==> src/rtl/teqc_pkg.sv <==
// package: constants and types for the trigger and error queue control
package teqc_pkg;
	localparam int          ERR_DEPTH      = 8;
	localparam int          ERR_AW         = 3;
	localparam logic [15:0] ERR_NONE       = 16'h0000;
	// -350 in two's complement
	localparam logic [15:0] ERR_OVERFLOW   = 16'hFEA2;
	localparam logic [3:0]  ERR_CNT_RESET  = 4'h0;
	// supported language version, year then revision digit
	localparam logic [15:0] VER_YEAR       = 16'h07CF;
	localparam logic [3:0]  VER_REV        = 4'h0;
	localparam logic [1:0]  SEQ_TRANSIENT  = 2'h1;
	localparam logic [1:0]  SEQ_ACQUIRE    = 2'h2;
	localparam logic [1:0]  LANG_SCPI      = 2'h1;
	localparam logic [1:0]  SRC_BUS        = 2'h1;

	typedef enum logic [2:0] {
		TEQC_FN_VOLT = 3'h1,
		TEQC_FN_CURR = 3'h2,
		TEQC_FN_DVM  = 3'h4
	} teqc_func_t;

	typedef struct packed {
		logic        valid;
		logic [15:0] code;
	} teqc_err_t;

	typedef struct packed {
		logic [15:0] year;
		logic [3:0]  rev;
	} teqc_ver_t;
endpackage : teqc_pkg

==> src/rtl/teqc_top.sv <==
// trigger subsystem and remote error queue control
//
// Summary of operation
// - remote errors are appended to a FIFO queue as they happen.
// - an error query returns and removes the oldest queued error.
// - an empty queue answers an error query with code zero.
// - on overflow the last queue entry becomes the too-many-errors code.
// - front-panel errors bypass the queue and go straight to the display.
// - version query returns a year and single revision digit.
// - initiate and trigger address transient (1) and acquire (2) sequences.
// - abort cancels trigger actions and restores pending levels.
// - abort clears the waiting-for-trigger flag.
// - with continuous initiation, abort re-initiates and sets waiting again.
// - abort occurs at power-on, on recall and on reset command.
// - triggers to an uninitiated sequence are ignored.
// - continuous on keeps transient initiated; off needs initiate per trigger.
// - an accepted transient trigger starts the pending level change.
// - waiting flag is the OR of both sequences' waiting states.
// - after a transient trigger with continuous on, re-arm at once.
// - transient trigger source is fixed to bus and resets to bus.
// - an accepted acquire trigger starts a measurement with the selected function.
`timescale 1ns/1ps
`default_nettype none

module teqc_top
	import teqc_pkg::*;
(
	input  wire logic        ref_clk_i,
	input  wire logic        rst_i,
	// error sources
	input  wire teqc_err_t   remote_err_i,
	input  wire teqc_err_t   panel_err_i,
	input  wire logic        err_query_i,
	output teqc_err_t        err_answer_o,
	output teqc_err_t        panel_disp_o,
	output logic [3:0]       err_count_o,
	// system queries
	output logic [1:0]       lang_sel_o,
	output teqc_ver_t        version_o,
	// trigger commands
	input  wire logic        init_cmd_i,
	input  wire logic [1:0]  init_seq_i,
	input  wire logic        trig_cmd_i,
	input  wire logic [1:0]  trig_seq_i,
	input  wire logic        abort_cmd_i,
	input  wire logic        recall_cmd_i,
	input  wire logic        reset_cmd_i,
	input  wire logic        continuous_initiation_setting_i,
	input  wire teqc_func_t  measurement_function_select_i,
	// trigger results
	output logic [1:0]       trig_source_o,
	output logic             level_change_o,
	output logic             level_restore_o,
	output logic             meas_start_o,
	output teqc_func_t       meas_func_o,
	output logic             tran_armed_o,
	output logic             acq_armed_o,
	output logic             waiting_for_trigger_flag_o
);

	////////////////////////////////////////////////////////////////////////
	// error queue

	teqc_err_t         queue [ERR_DEPTH];
	logic [ERR_AW-1:0] rd_ptr;
	logic [ERR_AW-1:0] wr_ptr;
	logic [3:0]        count;
	logic              do_pop;
	logic              do_push;
	logic              at_last;
	logic              full;

	assign do_pop  = err_query_i && (count != ERR_CNT_RESET);
	// one slot is held back for the overflow marker
	assign at_last = count == 4'(ERR_DEPTH - 1);
	assign full    = count == 4'(ERR_DEPTH);
	// later errors are dropped while full; a pop in the same cycle frees room
	assign do_push = remote_err_i.valid && (!full || do_pop);

	always_ff @(posedge ref_clk_i or posedge rst_i) begin
		if (rst_i) begin
			wr_ptr <= '0;
		end else if (do_push) begin
			wr_ptr <= wr_ptr + ERR_AW'(1);
		end
	end

	always_ff @(posedge ref_clk_i) begin
		if (do_push) begin
			queue[wr_ptr].valid <= 1'h1;
			// the final slot carries the overflow code instead
			if (at_last && !do_pop)
				queue[wr_ptr].code <= ERR_OVERFLOW;
			else
				queue[wr_ptr].code <= remote_err_i.code;
		end
	end

	always_ff @(posedge ref_clk_i or posedge rst_i) begin
		if (rst_i) begin
			rd_ptr <= '0;
		end else if (do_pop) begin
			rd_ptr <= rd_ptr + ERR_AW'(1);
		end
	end

	always_ff @(posedge ref_clk_i or posedge rst_i) begin
		if (rst_i) begin
			count <= ERR_CNT_RESET;
		end else if (do_push && !do_pop) begin
			count <= count + 4'h1;
		end else if (do_pop && !do_push) begin
			count <= count - 4'h1;
		end
	end

	always_ff @(posedge ref_clk_i or posedge rst_i) begin
		if (rst_i) begin
			err_answer_o <= '0;
		end else if (err_query_i) begin
			err_answer_o.valid <= 1'h1;
			if (do_pop)
				err_answer_o.code <= queue[rd_ptr].code;
			else
				err_answer_o.code <= ERR_NONE;
		end else begin
			err_answer_o.valid <= 1'h0;
		end
	end

	always_ff @(posedge ref_clk_i or posedge rst_i) begin
		if (rst_i) begin
			panel_disp_o <= '0;
		end else begin
			panel_disp_o <= panel_err_i;
		end
	end

	assign err_count_o = count;

	a_empty_answer: assert property (
		@(posedge ref_clk_i) disable iff (rst_i)
		(err_query_i && count == ERR_CNT_RESET) |=>
			(err_answer_o.valid && err_answer_o.code == ERR_NONE))
		else $error("empty queue query did not answer zero");

	a_queue_pop: assert property (
		@(posedge ref_clk_i) disable iff (rst_i)
		(err_query_i && count != ERR_CNT_RESET && !remote_err_i.valid) |=>
			(count == $past(count) - 4'h1))
		else $error("error query did not remove an entry");

	a_queue_cap: assert property (
		@(posedge ref_clk_i) disable iff (rst_i)
		count <= 4'(ERR_DEPTH))
		else $error("error queue count exceeded depth");

	a_full_drop: assert property (
		@(posedge ref_clk_i) disable iff (rst_i)
		(full && !err_query_i) |=> (count == 4'(ERR_DEPTH)))
		else $error("full queue changed without a read");

	a_push_count: assert property (
		@(posedge ref_clk_i) disable iff (rst_i)
		(remote_err_i.valid && !full && !err_query_i) |=>
			(count == $past(count) + 4'h1))
		else $error("remote error was not appended");

	a_overflow_code: assert property (
		@(posedge ref_clk_i) disable iff (rst_i)
		(remote_err_i.valid && at_last && !err_query_i) |=>
			(queue[wr_ptr - ERR_AW'(1)].code == ERR_OVERFLOW))
		else $error("last slot did not take the overflow code");

	a_answer_pulse: assert property (
		@(posedge ref_clk_i) disable iff (rst_i)
		!err_query_i |=> !err_answer_o.valid)
		else $error("error answer stood without a query");

	a_panel_copy: assert property (
		@(posedge ref_clk_i) disable iff (rst_i)
		panel_err_i.valid |=> (panel_disp_o == $past(panel_err_i)))
		else $error("panel error did not reach the display");

	a_panel_unqueued: assert property (
		@(posedge ref_clk_i) disable iff (rst_i)
		(panel_err_i.valid && !remote_err_i.valid && !err_query_i) |=>
			(count == $past(count)))
		else $error("panel error entered the remote queue");

	////////////////////////////////////////////////////////////////////////
	// fixed system answers

	// no other language exists, so nothing needs storing
	assign lang_sel_o     = LANG_SCPI;
	assign version_o.year = VER_YEAR;
	assign version_o.rev  = VER_REV;
	assign trig_source_o  = SRC_BUS;

	////////////////////////////////////////////////////////////////////////
	// trigger subsystem

	logic any_abort;
	logic tran_go;
	logic acq_go;
	logic init_tran;
	logic init_acq;

	// power-on abort is covered by reset clearing the armed states
	assign any_abort = abort_cmd_i || recall_cmd_i || reset_cmd_i;
	assign init_tran = init_cmd_i && init_seq_i == SEQ_TRANSIENT;
	assign init_acq  = init_cmd_i && init_seq_i == SEQ_ACQUIRE;
	// bus trigger only counts when its sequence is armed
	assign tran_go = trig_cmd_i && trig_seq_i == SEQ_TRANSIENT
		&& tran_armed_o && !any_abort;
	assign acq_go  = trig_cmd_i && trig_seq_i == SEQ_ACQUIRE
		&& acq_armed_o && !any_abort;

	always_ff @(posedge ref_clk_i or posedge rst_i) begin
		if (rst_i) begin
			tran_armed_o <= 1'h0;
		end else if (any_abort) begin
			tran_armed_o <= continuous_initiation_setting_i;
		end else if (tran_go) begin
			tran_armed_o <= continuous_initiation_setting_i;
		end else if (init_tran || continuous_initiation_setting_i) begin
			tran_armed_o <= 1'h1;
		end
	end

	always_ff @(posedge ref_clk_i or posedge rst_i) begin
		if (rst_i) begin
			acq_armed_o <= 1'h0;
		end else if (any_abort || acq_go) begin
			acq_armed_o <= 1'h0;
		end else if (init_acq) begin
			acq_armed_o <= 1'h1;
		end
	end

	assign waiting_for_trigger_flag_o = tran_armed_o || acq_armed_o;

	always_ff @(posedge ref_clk_i or posedge rst_i) begin
		if (rst_i) begin
			level_change_o  <= 1'h0;
			level_restore_o <= 1'h0;
			meas_start_o    <= 1'h0;
			meas_func_o     <= TEQC_FN_VOLT;
		end else begin
			level_change_o  <= tran_go;
			level_restore_o <= any_abort;
			meas_start_o    <= acq_go;
			// function is expected to be chosen before the trigger
			if (acq_go)
				meas_func_o <= measurement_function_select_i;
		end
	end

	a_abort_clears: assert property (
		@(posedge ref_clk_i) disable iff (rst_i)
		(any_abort && !continuous_initiation_setting_i) |=>
			!waiting_for_trigger_flag_o)
		else $error("abort left waiting flag set");

	a_abort_rearm: assert property (
		@(posedge ref_clk_i) disable iff (rst_i)
		(any_abort && continuous_initiation_setting_i) |=>
			(tran_armed_o && level_restore_o))
		else $error("continuous abort did not re-arm transient");

	a_ignore_idle: assert property (
		@(posedge ref_clk_i) disable iff (rst_i)
		(trig_cmd_i && trig_seq_i == SEQ_TRANSIENT && !tran_armed_o) |=>
			!level_change_o)
		else $error("trigger acted on idle transient sequence");

	a_tran_fire: assert property (
		@(posedge ref_clk_i) disable iff (rst_i)
		(trig_cmd_i && trig_seq_i == SEQ_TRANSIENT && tran_armed_o
			&& !any_abort) |=> level_change_o)
		else $error("armed transient trigger did not fire");

	a_single_shot: assert property (
		@(posedge ref_clk_i) disable iff (rst_i)
		(tran_go && !continuous_initiation_setting_i) |=> !tran_armed_o)
		else $error("single-shot transient stayed armed");

	a_meas_fire: assert property (
		@(posedge ref_clk_i) disable iff (rst_i)
		acq_go |=> (meas_start_o && !acq_armed_o))
		else $error("acquire trigger did not start measurement");

	a_abort_cancel: assert property (
		@(posedge ref_clk_i) disable iff (rst_i)
		any_abort |=>
			(level_restore_o && !level_change_o && !meas_start_o))
		else $error("abort did not cancel trigger actions");

	a_acq_ignore: assert property (
		@(posedge ref_clk_i) disable iff (rst_i)
		(trig_cmd_i && trig_seq_i == SEQ_ACQUIRE && !acq_armed_o) |=>
			!meas_start_o)
		else $error("trigger acted on idle acquire sequence");

	a_tran_init: assert property (
		@(posedge ref_clk_i) disable iff (rst_i)
		(init_tran && !any_abort) |=> tran_armed_o)
		else $error("initiate did not arm the transient sequence");

	a_acq_init: assert property (
		@(posedge ref_clk_i) disable iff (rst_i)
		(init_acq && !any_abort && !acq_go) |=> acq_armed_o)
		else $error("initiate did not arm the acquire sequence");

	a_cont_hold: assert property (
		@(posedge ref_clk_i) disable iff (rst_i)
		(continuous_initiation_setting_i && !tran_go && !any_abort) |=>
			tran_armed_o)
		else $error("continuous initiation left transient idle");

	a_tran_pair: assert property (
		@(posedge ref_clk_i) disable iff (rst_i)
		(tran_go && acq_armed_o) |=> waiting_for_trigger_flag_o)
		else $error("waiting flag cleared with acquire still armed");

	a_cont_retrig: assert property (
		@(posedge ref_clk_i) disable iff (rst_i)
		(tran_go && continuous_initiation_setting_i) |=>
			(tran_armed_o && waiting_for_trigger_flag_o))
		else $error("continuous transient did not re-arm");

	a_meas_func: assert property (
		@(posedge ref_clk_i) disable iff (rst_i)
		acq_go |=>
			(meas_func_o == $past(measurement_function_select_i)))
		else $error("measurement did not use the selected function");

endmodule : teqc_top

`default_nettype wire

==> config.mk <==
export PLATFORM = sky130hd
export DESIGN_NAME = teqc_top
export DESIGN_NICKNAME = d
export VERILOG_FILES = /design/src/rtl/teqc_pkg.sv /design/src/rtl/teqc_top.sv
export SDC_FILE = /design/constraint.sdc
export NUM_CORES = 1
export LEC_CHECK = 0
export BUFFER_PORTS_ARGS = -buffer_cell sky130_fd_sc_hd__buf_2
export CAP_MARGIN = 15
export CORE_ASPECT_RATIO = 0.7
export CORE_MARGIN = 5
export CORE_UTILIZATION = 30
export CTS_CLUSTER_DIAMETER = 120
export DETAILED_ROUTE_END_ITERATION = 10
export PLACE_DENSITY_LB_ADDON = 0.05
export SETUP_SLACK_MARGIN = 0.4
export SLEW_MARGIN = 15
export SYNTH_ARGS = -nofsm -noshare
export SYNTH_HDL_FRONTEND = slang
export SYNTH_SLANG_ARGS = --single-unit
==> constraint.sdc <==
create_clock -name ref_clk_i -period 7.35 [get_ports ref_clk_i]
set_clock_uncertainty 0.15 [all_clocks]
set_input_delay 1.47 -clock ref_clk_i [delete_from_list [all_inputs] [get_ports ref_clk_i]]
set_output_delay 1.47 -clock ref_clk_i [all_outputs]
set_load 0.02 [all_outputs]
# Word-level counts from Yosys, hierarchy flattened
# Memory sizes are Yosys's and may differ from the RTL's.
# Index checks and enable logic that the tools add are counted.
# op_classes
bitwise	1
addsub	4
eq_ne	6
n_mux	16
n_reduce_logical	27
# op_table
op	n
16-bit 2-to-1 mux	2
1-bit logical AND	13
1-bit 2-to-1 mux	12
4-bit 2-to-1 mux	2
3-bit by 1-bit adder with 3-bit output, second input constant	2
1-bit logical OR	6
4-bit by 1-bit adder with 4-bit output, second input constant	1
2-bit by 1-bit equality test with 1-bit output, second input constant	2
2-bit equality test, second input constant	2
4-bit by 3-bit equality test with 1-bit output, second input constant	1
4-bit equality test, second input constant	1
1-bit logical NOT	4
2-bit nonzero test	2
4-bit nonzero test	1
4-bit by 1-bit subtractor with 4-bit output, second input constant	1
3-bit nonzero test	1
1-bit bitwise OR	1
# totals
input_bits	50
word_cells	68
mem_count	1
mem_bits_rw	128
regBits	52
out_inout_bits	71
# memory_table
name	words	word_bits	rd	rd_ports_with_merged_regs	wr	line_no	rtl
queue	8	16	1	0	1	teqc_top.sv:64	teqc_err_t queue [ERR_DEPTH];

# Depth between registers and ports, before layout
# depth
word_depth	8
mapped_depth	11
ltp_nobuf	10

# Least setup slack after synthesis
# OpenSTA, ideal clock, no wires.
# synth_timing
path_type	input to register
from	input err_query_i
to	memory queue[0][0] (netlist name), enable pin
setup_ps	430
slack_ps	3428
path_buffers	1
arrival_time_ps	3342
stages	3
t_required_ps	6770
cell_sequence	buf_2 o21ai_4 nor4_1
# synth_between
elab_chain_len	7
elab_cells_between_ends	12
cone_classes	mux: 6; bitwise: 1; reduce/logical: 5
# synth_lines
element	line_no	rtl
start, declared	teqc_top.sv:33	input wire logic err_query_i,
1-bit logical AND (*)	teqc_top.sv:73	assign do_pop = err_query_i && (count != ERR_CNT_RESET);
1-bit logical NOT	teqc_top.sv:92	if (at_last && !do_pop)
1-bit logical AND	teqc_top.sv:92	
1-bit 2-to-1 mux	teqc_top.sv:92	
1-bit 2-to-1 mux	teqc_top.sv:89	if (do_push) begin
1-bit 2-to-1 mux, on equally long branches	teqc_top.sv:93, teqc_top.sv:95	
1-bit bitwise OR (no source line) (*)	--	
end, declared	teqc_top.sv:64	
# Mark *: on every way between the ends. The rest lies on a longest branch, timed or not.

# Worst setup path in the final report
# layout_timing
from	input err_query_i
to	register count[3], in the netlist err_count_o[3]
# layout_between
elab_chain_len	6
elab_cells_between_ends	9
cone_classes	mux: 1; reduce/logical: 8
# layout_lines
element	line_no	rtl
1-bit logical AND (*)	teqc_top.sv:73	
1-bit logical OR	teqc_top.sv:78	assign do_push = remote_err_i.valid && (!full || do_pop);
1-bit logical AND	teqc_top.sv:78	
1-bit logical NOT	teqc_top.sv:112	end else if (do_pop && !do_push) begin
1-bit logical AND	teqc_top.sv:112	
2-bit nonzero test (no source line)	--	
end signal, assigned	teqc_top.sv:111	count <= count + 4'h1;
end signal, assigned	teqc_top.sv:113	count <= count - 4'h1;
end, declared	teqc_top.sv:67	logic [3:0] count;
# Marked as above.
# A chain may end at the register's enable or synchronous reset.

==> impl_metrics.py <==
metrics = {
    "logic_synthesis": {
        "async_flop_share": 0.289,
        "synthDistinctLibCells": 50,
        "ys_warn_count": 0,
        "ys_seq_area_frac": 0.712,
        "syn_inst": 441,
        "synth.cell_area_mm2": 0.00723,
        "synth-seq-cells": 180,
        "synth-edff-count": 128,
        "syn_avg_cell_area_um2": 16.4,
        "synth_flop_cell": "edfxtp_1",
    },
    "cells_and_area": {
        "drive_gt1_frac": 0.323,
        "n_fill_cell": 2264,
        "area_growth_pct": 19.5,
        "final_common_cell": "edfxtp_1",
        "diodes": 0,
        "nNetsFinal": 607,
        "layout_common_cells": "edfxtp_1, buf_2, dfrtp_1",
        "final_core_util": 0.365,
    },
    "route": {
        "drtPass1Iterations": 4,
        "totalWireLength_um": 16600,
        "wl_per_cell_um": 18.8,
        "vias": 3817,
        "postRouteAntennaNets": 0,
        "drtIter0Drc": 149,
        "viasPerCell": 4.33,
        "drc_errors": 0,
    },
    "die": {
        "start_util": 0.305,
        "die-width_um": 196,
        "std_cell_rows": 47,
        "die_y_um": 140,
        "die-area_mm2": 0.0274,
        "io_pins": 121,
        "core_area_mm2": 0.0237,
    },
    "clocking": {
        "cts_tree": "yes",
        "postCtsHoldBufs": 0,
        "clockBufferDepth": 2,
        "clk_pin_slew_ps": 60,
        "clock_latency_ps": 430,
        "cts.sinks": 180,
        "clockRootBuffer": "clkbuf_16",
        "cts_max_level": 4,
        "cts_setup_buffers": 0,
        "cts_buffers": 17,
        "post_cts_resized": 0,
    },
    "min_path": {
        "holdPathStages": 2,
        "hp-class": "reg2reg",
        "min_from": "err_answer_o[7]$_DFFE_PP0P_",
    },
    "critical_path": {
        "rr_worst_depth": 9,
        "cp_data_arrival_time_ps": 3640,
        "worstPathBufferInverterCount": 3,
        "r2r-start": "err_count_o[0]$_DFFE_PP0P_",
        "path_cells": "buf_2 -> o41a_1 -> inv_1 -> ha_1 -> inv_1 -> ha_1 -> a21o_1 -> a2111oi_0 -> o31ai_1",
        "crit_type": "in2reg",
        "end_kind": "flip-flop",
        "cp_slowest_cell": "a2111oi_0",
        "rrSetupSlack_ps": 4160,
        "max_stage_delay_ps": 450,
        "cp_max_fo": 20,
        "start_kind": "primary input",
        "cp.required_ps": 7490,
        "cp.depth": 9,
        "critPathTopFamily": "compound AO/OA/AOI/OAI gates",
        "startpoint": "err_query_i",
    },
    "power": {
        "ir_worst_vdd_mv": 0.175,
        "leakage_nw": 3.37,
        "p_per_area_mw_per_mm2": 375,
    },
    "flow_run": {
        "cap_violations": 0,
    },
    "timing": {
        "fmax_mhz": 286,
        "rsz0062_at_grt": "false",
        "worst_pin_slew_ps": 730,
        "relSlewSlack": 0.513,
        "maxSlewViolCount": 0,
        "hold_viol_final": 0,
        "setup_viol": 0,
        "final.setup.tns_ps": 0,
        "period_share": 0.476,
        "finalCriticalPeriod_ps": 3500,
    },
    "grt": {
        "grt_pass1_wl_um": 25400,
        "grt_overflow_total": 0,
        "grt_start_max_net_pins": 53,
        "grt_pass1_vias": 4067,
        "antenna_found_initial": 0,
        "grt_usage": 0.125,
    },
    "place": {
        "gp_congestion": 0.711,
        "post-dp-hpwl_um": 10200,
        "portBuffers": 96,
    },
    "outcome": {
        "run_status": "completed",
    },
}
flip-flops by register name, summed over array words and instances, names as in the netlist:
register         cells
wr_ptr               3
rd_ptr               3
tran_armed_o         1
meas_func_o          3
queue              128
meas_start_o         1
panel_disp_o        17
err_answer_o        17
err_count_o          4
acq_armed_o          1
level_change_o       1
level_restore_o      1
cells in the mapped netlist, types with 2 or more instances:
cell type	number	area (µm²)
nand3_1	16	80.1
dfrtp_1	51	1280
and2_4	4	35.0
clkbuf_1	8	30.0
conb_1	2	7.51
buf_2	4	20.0
and2_1	2	12.5
mux4_2	12	270
mux2_2	5	56.3
mux4_1	4	105
nand4b_1	2	17.5
nand2_1	9	33.8
nand3b_1	3	22.5
o21ai_0	18	90.1
buf_6	4	45.0
nor3_1	8	40.0
o2111ai_1	2	17.5
xnor2_1	5	43.8
ha_1	5	62.6
nand2b_1	22	138
a22oi_1	14	105
or2b_1	4	30.0
nor2_1	5	18.8
mux2i_1	33	330
inv_1	21	78.8
buf_4	27	203
edfxtp_1	128	3840
kinds of logic after synthesis:
kind of cell	Yosys count	synth area share
mux	54	0.105
fa+ha+maj	6	0.0114
simple gates	84	0.0685
buf+inv	65	0.0530
other cells	2	0.00104
compound gates	44	0.0415
flops	180	0.712
xor+xnor	6	0.00727
layer usage:
metal,part of all wire,vias to the layer above,wire length (µm),track usage
met1,0.47,1935,7780,0.167
met2,0.48,61,8020,0.201
met4,0.011,0,185,0.0342
met3,0.036,15,595,0.0370
met5,0,-,0,0
li1,-,1806,-,-
where the power goes:
| group | leakage (nW) | internal, mW | switching, mW | total (mW) |
|---|---|---|---|---|
| logic | 1.30 | 0.374 | 0.540 | 0.914 |
| clock network | 0.301 | 0.507 | 0.401 | 0.908 |
| registers | 1.77 | 1.29 | 0.125 | 1.42 |
per-stage QoR:
| step | power [mW] | std cells | area (µm²) | hold slack [ps] | setup slack, ps |
|---|---|---|---|---|---|
| after global placement | 2.37 | 850 | 8040 | 355 | 3300 |
| after floorplan | 2.07 | 463 | 7310 | 368 | 3430 |
| final | 3.24 | 882 | 8640 | 363 | 3850 |
| after global routing | 3.43 | 882 | 8640 | 381 | 3630 |
| after CTS | 3.30 | 882 | 8640 | 372 | 3650 |
| after detailed placement | 2.38 | 850 | 8040 | 356 | 3190 |
worst reg2reg max path: cells and delay by family, from the launching register on:
kind	cells	cell delay [ps]
flops	1	480
simple gates	1	590
fa+ha+maj	2	490
compound gates	4	1100
buf+inv	2	250
final timing paths:
kind                                          endpoint
max reg2reg                 err_count_o[3]$_DFFE_PP0P_
min reg2reg                err_answer_o[7]$_DFFE_PP0P_
max                         err_count_o[3]$_DFFE_PP0P_
max in group asynchronous        rd_ptr[0]$_DFFE_PP0N_
min in group asynchronous  err_answer_o[4]$_DFFE_PP0P_
min                        err_answer_o[7]$_DFFE_PP0P_
final cells by class:
cell class | count | area [µm²] | share of cell area
repair buffers | 112 | 601 | 0.0695
multi-input cells | 218 | 1810 | 0.210
clock buffers | 21 | 514 | 0.0595
flip-flops and latches | 180 | 5150 | 0.596
inverters | 22 | 85.1 | 0.00985
well taps | 318 | 398 | 0.0461
clock inverters | 11 | 81.3 | 0.00941
No activity file was read; power rests on OpenSTA's default activity.
